==> src/irq_mask_pkg.sv <==
// constants, field layouts and state types of the interrupt mask bank
// assumes one 200 MHz clock and an internal byte-wide register port
// How it works
// - mask bit 0 blocks, 1 passes
// - general mask at 0x0c, bit 7 fault
// - general bits 6/5: battery over/undervoltage
// - general bits 4/3: thermal, low-power change
// - general bit 2 wake, resets to one
// - general bits 1/0: safe level, bus range
// - port mask 0x0d, bits 5..3, 7:6 unused
// - port bits 2..0: plug supply, overcurrent, abort
// - charger mask 0x0e, bits 4/3, 7:5 unused
// - bits 2/1 gate run rise/fall edges
// - charger bit 0 gates contact timeout
// - protection mask 0x0f, bits 1/0 only
// - accessory mask 0x10, bits 4..0
// - pin is interrupt only when select is one
// - running flag edges are the gated events
package irq_mask_pkg;

    localparam logic [7:0] OFF_GEN  = 8'h0c;
    localparam logic [7:0] OFF_PORT = 8'h0d;
    localparam logic [7:0] OFF_CHG  = 8'h0e;
    localparam logic [7:0] OFF_PROT = 8'h0f;
    localparam logic [7:0] OFF_ACC  = 8'h10;

    localparam logic [7:0] RST_GEN  = 8'h04;
    localparam logic [7:0] RST_PORT = 8'h00;
    localparam logic [7:0] RST_CHG  = 8'h00;
    localparam logic [7:0] RST_PROT = 8'h00;
    localparam logic [7:0] RST_ACC  = 8'h00;

    // implemented bits of each register, the rest read zero
    localparam logic [7:0] BITS_GEN  = 8'hff;
    localparam logic [7:0] BITS_PORT = 8'h3f;
    localparam logic [7:0] BITS_CHG  = 8'h1f;
    localparam logic [7:0] BITS_PROT = 8'h03;
    localparam logic [7:0] BITS_ACC  = 8'h1f;

    // flat source vector: {acc[4:0], prot[1:0], chg[4:0], port[5:0], gen}
    localparam int SRC_W     = 26;
    localparam int POS_GEN   = 0;
    localparam int POS_PORT  = 8;
    localparam int POS_CHG   = 14;
    localparam int POS_PROT  = 19;
    localparam int POS_ACC   = 21;
    localparam int POS_RISE  = 16;
    localparam int POS_FALL  = 15;

    typedef struct packed {
        logic [7:0] gen;
        logic [7:0] port;
        logic [7:0] chg;
        logic [7:0] prot;
        logic [7:0] acc;
    } mask_bank_t;

    typedef struct packed {
        mask_bank_t masks;
        logic [7:0] rdata;
        logic       run_d;
        logic       irq_oe;
    } top_state_t;

    localparam top_state_t TOP_RESET = '{
        masks  : '{gen: RST_GEN, port: RST_PORT, chg: RST_CHG,
                   prot: RST_PROT, acc: RST_ACC},
        rdata  : 8'h00,
        run_d  : 1'b0,
        irq_oe : 1'b0
    };

endpackage : irq_mask_pkg

==> src/event_latch.sv <==
// sticky pending flags, one per status source
// assumes set and clear pulses come from logic on the same clock
`timescale 1ns/10ps
module event_latch
    import irq_mask_pkg::*;
#(
    parameter int W = SRC_W
) (
    input  wire logic         clk_i,
    input  wire logic         arst_n_i,
    input  wire logic [W-1:0] set_i,
    input  wire logic [W-1:0] clr_i,
    output logic      [W-1:0] pend_o
);

    logic [W-1:0] pend_reg;
    logic [W-1:0] pend_next;

    genvar g;
    generate
        for (g = 0; g < W; g++) begin : g_bit
            // a set in the clearing cycle wins
            assign pend_next[g] = set_i[g] | (pend_reg[g] & ~clr_i[g]);
        end
    endgenerate

    always_ff @(posedge clk_i or negedge arst_n_i) begin
        if (!arst_n_i) begin
            pend_reg <= '0;
        end else begin
            pend_reg <= pend_next;
        end
    end

    assign pend_o = pend_reg;

endmodule : event_latch

==> src/irq_mask_top.sv <==
// interrupt mask bank with pending flags and the open-drain irq pin
// assumes status events, flag levels and the register port are
// produced by logic on clk_i; the pad resolves the open-drain wire
`timescale 1ns/10ps
module irq_mask_top
    import irq_mask_pkg::*;
(
    input  wire logic              clk_i,
    input  wire logic              arst_n_i,
    input  wire logic [7:0]        reg_addr_i,
    input  wire logic [7:0]        reg_wdata_i,
    input  wire logic              reg_wr_i,
    input  wire logic              reg_rd_i,
    output logic      [7:0]        reg_rdata_o,
    input  wire logic [7:0]        general_evt_i,
    input  wire logic [5:0]        port_evt_i,
    input  wire logic              charger_type_evt_i,
    input  wire logic              proprietary_type_evt_i,
    input  wire logic              contact_timeout_evt_i,
    input  wire logic              detection_running_flag_i,
    input  wire logic [1:0]        protection_evt_i,
    input  wire logic [4:0]        accessory_evt_i,
    input  wire logic [SRC_W-1:0]  pend_clear_i,
    input  wire logic              irq_pin_function_select_i,
    input  wire logic              flag_source_i,
    output logic                   irq_pin_o,
    output logic                   irq_pin_oe_o
);

    top_state_t             state_reg;
    top_state_t             state_next;
    logic       [SRC_W-1:0] src_evt;
    logic       [SRC_W-1:0] pend;
    logic       [SRC_W-1:0] mask_vec;
    logic                   run_rise;
    logic                   run_fall;
    logic                   any_unmasked;

    ////////////////////////////////////////////////////////////////////
    // source events and pending flags
    assign run_rise = detection_running_flag_i & ~state_reg.run_d;
    assign run_fall = ~detection_running_flag_i & state_reg.run_d;

    assign src_evt = {
        accessory_evt_i,
        protection_evt_i,
        charger_type_evt_i,
        proprietary_type_evt_i,
        run_rise,
        run_fall,
        contact_timeout_evt_i,
        port_evt_i,
        general_evt_i
    };

    event_latch #(
        .W (SRC_W)
    ) u_pend (
        .clk_i    (clk_i),
        .arst_n_i (arst_n_i),
        .set_i    (src_evt),
        .clr_i    (pend_clear_i),
        .pend_o   (pend)
    );

    // the mask vector lines up with the source vector
    assign mask_vec = {
        state_reg.masks.acc[4:0],
        state_reg.masks.prot[1:0],
        state_reg.masks.chg[4:0],
        state_reg.masks.port[5:0],
        state_reg.masks.gen
    };

    assign any_unmasked = |(pend & mask_vec);

    ////////////////////////////////////////////////////////////////////
    // register port, pin drive
    always_comb begin
        state_next       = state_reg;
        state_next.run_d = detection_running_flag_i;
        if (reg_wr_i) begin
            unique case (reg_addr_i)
                OFF_GEN:  state_next.masks.gen  = reg_wdata_i & BITS_GEN;
                OFF_PORT: state_next.masks.port = reg_wdata_i & BITS_PORT;
                OFF_CHG:  state_next.masks.chg  = reg_wdata_i & BITS_CHG;
                OFF_PROT: state_next.masks.prot = reg_wdata_i & BITS_PROT;
                OFF_ACC:  state_next.masks.acc  = reg_wdata_i & BITS_ACC;
                default:  state_next.masks      = state_reg.masks;
            endcase
        end
        if (reg_rd_i) begin
            unique case (reg_addr_i)
                OFF_GEN:  state_next.rdata = state_reg.masks.gen;
                OFF_PORT: state_next.rdata = state_reg.masks.port;
                OFF_CHG:  state_next.rdata = state_reg.masks.chg;
                OFF_PROT: state_next.rdata = state_reg.masks.prot;
                OFF_ACC:  state_next.rdata = state_reg.masks.acc;
                default:  state_next.rdata = 8'h00;
            endcase
        end
        // interrupt mode or plain flag mode
        if (irq_pin_function_select_i) begin
            state_next.irq_oe = any_unmasked;
        end else begin
            state_next.irq_oe = flag_source_i;
        end
    end

    always_ff @(posedge clk_i or negedge arst_n_i) begin
        if (!arst_n_i) begin
            state_reg <= TOP_RESET;
        end else begin
            state_reg <= state_next;
        end
    end

    assign reg_rdata_o  = state_reg.rdata;
    assign irq_pin_oe_o = state_reg.irq_oe;
    // open drain: the pin is only ever pulled low
    assign irq_pin_o    = 1'b0;

    ////////////////////////////////////////////////////////////////////
    // checks
    chk_irq_unmasked_pend: assert property (
        @(posedge clk_i) disable iff (!arst_n_i)
        irq_pin_function_select_i && any_unmasked |=> irq_pin_oe_o)
        else $error("unmasked pending event did not drive the pin");

    chk_masked_stays_quiet: assert property (
        @(posedge clk_i) disable iff (!arst_n_i)
        irq_pin_function_select_i && !(|(pend & mask_vec))
            |=> !irq_pin_oe_o)
        else $error("pin driven with every pending event masked");

    chk_flag_mode_pin: assert property (
        @(posedge clk_i) disable iff (!arst_n_i)
        !irq_pin_function_select_i |=> irq_pin_oe_o == $past(flag_source_i))
        else $error("pin does not follow the flag in flag mode");

    chk_gen_write_read: assert property (
        @(posedge clk_i) disable iff (!arst_n_i)
        reg_wr_i && reg_addr_i == OFF_GEN && !reg_rd_i
            ##1 reg_rd_i && reg_addr_i == OFF_GEN && !reg_wr_i
            |=> reg_rdata_o == $past(reg_wdata_i, 2))
        else $error("general mask read back differs from write");

    chk_port_unused_zero: assert property (
        @(posedge clk_i) disable iff (!arst_n_i)
        reg_rd_i && reg_addr_i == OFF_PORT |=> reg_rdata_o[7:6] == 2'b00)
        else $error("port mask unused bits read nonzero");

    chk_chg_unused_zero: assert property (
        @(posedge clk_i) disable iff (!arst_n_i)
        reg_rd_i && reg_addr_i == OFF_CHG |=> reg_rdata_o[7:5] == 3'b000)
        else $error("charger mask unused bits read nonzero");

    chk_prot_unused_zero: assert property (
        @(posedge clk_i) disable iff (!arst_n_i)
        reg_rd_i && reg_addr_i == OFF_PROT |=> reg_rdata_o[7:2] == 6'h00)
        else $error("protection mask unused bits read nonzero");

    chk_acc_unused_zero: assert property (
        @(posedge clk_i) disable iff (!arst_n_i)
        reg_rd_i && reg_addr_i == OFF_ACC |=> reg_rdata_o[7:5] == 3'b000)
        else $error("accessory mask unused bits read nonzero");

    chk_run_rise_pend: assert property (
        @(posedge clk_i) disable iff (!arst_n_i)
        $rose(detection_running_flag_i) |=> pend[POS_RISE])
        else $error("running flag rise not latched");

    chk_run_fall_pend: assert property (
        @(posedge clk_i) disable iff (!arst_n_i)
        $fell(detection_running_flag_i) |=> pend[POS_FALL])
        else $error("running flag fall not latched");

    // every source pulse must leave its pending flag set
    chk_event_latched: assert property (
        @(posedge clk_i) disable iff (!arst_n_i)
        |src_evt |=> (pend & $past(src_evt)) == $past(src_evt))
        else $error("source event did not set its pending flag");

    chk_clear_drops_pend: assert property (
        @(posedge clk_i) disable iff (!arst_n_i)
        |(pend_clear_i & ~src_evt)
            |=> (pend & $past(pend_clear_i & ~src_evt)) == '0)
        else $error("cleared pending flag still set");

    chk_rdata_holds: assert property (
        @(posedge clk_i) disable iff (!arst_n_i)
        !reg_rd_i |=> $stable(reg_rdata_o))
        else $error("read data changed without a read");

    chk_gen_write_lands: assert property (
        @(posedge clk_i) disable iff (!arst_n_i)
        reg_wr_i && reg_addr_i == OFF_GEN
            |=> state_reg.masks.gen == $past(reg_wdata_i))
        else $error("general mask write did not land");

    chk_port_write_lands: assert property (
        @(posedge clk_i) disable iff (!arst_n_i)
        reg_wr_i && reg_addr_i == OFF_PORT
            |=> state_reg.masks.port == ($past(reg_wdata_i) & BITS_PORT))
        else $error("port mask write did not land");

    chk_acc_write_lands: assert property (
        @(posedge clk_i) disable iff (!arst_n_i)
        reg_wr_i && reg_addr_i == OFF_ACC
            |=> state_reg.masks.acc == ($past(reg_wdata_i) & BITS_ACC))
        else $error("accessory mask write did not land");

    cov_run_fall_seen: cover property (
        @(posedge clk_i) disable iff (!arst_n_i)
        $fell(detection_running_flag_i));

    cov_irq_raised: cover property (
        @(posedge clk_i) disable iff (!arst_n_i)
        irq_pin_function_select_i && $rose(irq_pin_oe_o));

    cov_flag_mode: cover property (
        @(posedge clk_i) disable iff (!arst_n_i)
        !irq_pin_function_select_i && irq_pin_oe_o);

    cov_set_and_clear: cover property (
        @(posedge clk_i) disable iff (!arst_n_i)
        |(src_evt & pend_clear_i));

endmodule : irq_mask_top

==> config.mk <==
export PLATFORM = sky130hd
export DESIGN_NAME = irq_mask_top
export DESIGN_NICKNAME = d
export VERILOG_FILES = /design/src/irq_mask_pkg.sv /design/src/event_latch.sv /design/src/irq_mask_top.sv
export SDC_FILE = /design/constraint.sdc
export NUM_CORES = 1
export LEC_CHECK = 0
export ABC_AREA = 1
export BUFFER_PORTS_ARGS = -buffer_cell sky130_fd_sc_hd__buf_2
export CAP_MARGIN = 25
export CORE_MARGIN = 1.5
export CORE_UTILIZATION = 50
export CTS_CLUSTER_DIAMETER = 100
export DETAILED_ROUTE_END_ITERATION = 16
export PLACE_DENSITY_LB_ADDON = 0.05
export SYNTH_ARGS = -nofsm -noshare
export SYNTH_HDL_FRONTEND = slang
export SYNTH_SLANG_ARGS = --single-unit
==> constraint.sdc <==
create_clock -name clk_i -period 1.3 [get_ports clk_i]
set_input_delay 0.13 -clock clk_i [delete_from_list [all_inputs] [get_ports clk_i]]
set_output_delay 0.13 -clock clk_i [all_outputs]
set_load 0.02 [all_outputs]
==> run summary <==
dpl cells - 470
Worst Setup Start Kind - input port
Antenna Nets Post-Route - 0
kind of critical path - in2reg
P_leak - 2.15 nW
Largest stage delay, worst path - 0.59 ns
Syn Std Cell Area - 2920 um2
number of port buffers - 81
Nets - 533
crit-path max FO - 1
Ant. Diodes - 0
GPL Wtd Cong - 0.809
Vias/cell - 4.78
crit-path cells - dlygate4sd3_1, buf_2, o21bai_1, dlygate4sd3_1
CP Capture Type - flip-flop
first-pass GRT wire length - 12,100 um
hpwl dp - 4760 um
Final Max Slew Viols - 0
# H-tree levels - 3
share of cells above drive strength 1 - 26.9%
CTS Buffer Depth - 2
status - completed
syn nets - 401
I/O pins - 83
initial antenna violation count - 0
syn_area_per_cell - 8.90 um2
final hold vios - 0
Ys Warns - 0
die area - 6310 um2
clock sinks - 62
clk slew on worst S/H paths - 0.07 ns
max_cap viols - 0
DRT Pass-1 Iters - 4
core area - 5570 um2
Top cell by count, worst path - dlygate4sd3_1
row count - 27
Cells after Synth - 328
worst vdd ir - 0.814 mV
Min-Delay Path Class - in2reg
Post-CTS Resized - 0
sequential share of the synthesized area - 53.2%
Overall Power - 4.14 mW
# setup viols final - 0
Final period util - 94.6%
clk_lat worst skew - 0.35 ns
Root Buffer Master - clkbuf_8
die height - 79.4 um
crit path time final - 1.23 ns
fin cells - 537
data required time of the worst path - 1.57 ns
gr usage total - 25.8%
CTS buffer count - 9
#FFs+latches synth - 62
Wirelength per Cell - 13.3 um
fillers - 461
Initial Util - 52.4%
fmax - 0.814 GHz
largest net degree at the start of global routing - 63
pwr dens - 1030 nW/um2
1st-iter DRT viols - 97
DRT Wirelength - 7150 um
DRC violations left - 0
Sum Neg Setup Slack - 0 ns
vias in the first global route - 2,612
Horiz. Die Dim - 79.4 um
Crit-path slowest cell - dlygate4sd3_1
GRT Residual Overflow - 0
CTS tree - built
Final Skew - 0.00939 ns
RSZ-0062 raised after global routing - no
vias - 2,565
Layout Area Growth over Synthesis - 38.0%
crit path DAT - 1.50 ns
Unique masters post-synth - 30
[worst max-delay path: cells and delay by family]
kind            cells  cell delay (ns)
compound gates      1             0.14
buf+inv             3             1.24
[cell usage after synthesis (all sizes together)]
| master | n | area share (%) |
|---|---|---|
| o21bai | 24 | 6.2 |
| clkbuf | 2 | 0.30 |
| nor2 | 20 | 3.7 |
| nand3 | 25 | 4.6 |
| o22ai | 1 | 0.21 |
| buf | 13 | 3.7 |
| a21oi | 6 | 1.2 |
| dfrtp | 61 | 52 |
| o21ai | 29 | 6.5 |
| nand2 | 92 | 13 |
| clkinv | 1 | 0.13 |
| inv | 43 | 5.6 |
| conb | 1 | 0.13 |
| and2 | 1 | 0.21 |
| nor3 | 1 | 0.17 |
| dfstp | 1 | 0.90 |
| o31ai | 1 | 0.26 |
| nand4 | 6 | 1.3 |
[layout make-up]
cell class              count  area [um2]  share of cell area [%]
repair buffers            136         971                    24.1
well taps                  72        90.1                    2.23
multi-input cells         207        1080                    26.8
inverters                  44         168                    4.16
clock buffers              12         145                    3.60
flip-flops and latches     62        1550                    38.5
clock inverters             4        22.5                   0.559
[timing repair]
action,CTS,global route
setup buffers,0,0
setup endpoints to repair,0,1
endpoints found under the hold margin,88,0
hold buffers,52,0
[stage by stage]
step / util, % / hold slack, ns / area (um2) / setup WS (ns)
2_1_floorplan: - / -0.166 / 2920 / 0.289
3_3_place_gp: 60.2 / 0.168 / 3350 / 0.120
3_5_place_dp: 60.2 / 0.163 / 3350 / 0.108
4_1_cts: 72.5 / 0.0144 / 4040 / 0.132
5_1_grt: 72.3 / 0.0336 / 4030 / 0.00639
6_report: 72.3 / 0.00614 / 4030 / 0.0708
[power by group]
part	switching [mW]	internal (mW)	total, mW
combinational	0.262	0.298	0.560
sequential	0.0729	2.03	2.11
clock	0.743	0.734	1.48
[cell families after synthesis]
| group | Yosys count | share of synthesized area, % |
|---|---|---|
| AND/OR/NAND/NOR | 145 | 22.6 |
| AO/OA/AOI/OAI | 61 | 14.3 |
| buffers and inverters | 59 | 9.77 |
| other | 1 | 0.128 |
| flip-flops | 62 | 53.2 |
[per-layer routing]
| layer | share of wire (%) | up-vias | wire, um | track usage, % |
|---|---|---|---|---|
| met3 | 4.5 | 12 | 321 | 4.34 |
| li1 | - | 1306 | - | - |
| met2 | 48 | 71 | 3400 | 42.4 |
| met1 | 46 | 1176 | 3290 | 33.9 |
| met4 | 1.9 | 0 | 134 | 10.5 |
| met5 | 0 | - | 0 | 0 |
[layout by cell type (no fill, tap or decap), types with 5 or more instances in the layout]
cell	n
o21ai_2	12
dfrtp_1	61
o21ai_1	10
nand4_1	6
nand2_1	87
o21ai_0	7
o21bai_1	24
dlygate4sd3_1	51
a21oi_1	5
nor2_1	16
inv_1	42
clkbuf_8	10
buf_2	81
nand3_1	23
[worst paths after layout]
kind	start	end	slack, ns	depth (start not counted)
max reg2reg	u_pend.pend_o[22]	u_pend.pend_o[22]	0.10	3
max	pend_clear_i[19]	u_pend.pend_o[19]	0.07	4
min	accessory_evt_i[0]	u_pend.pend_o[21]	0.006	2
min in group asynchronous	arst_n_i	u_pend.pend_o[15]	0.31	3
max in group asynchronous	arst_n_i	mask_vec[2]	0.67	3
min reg2reg	reg_rdata_o[4]	reg_rdata_o[4]	0.47	2
Note: power is estimated with default switching activity, not from simulation.
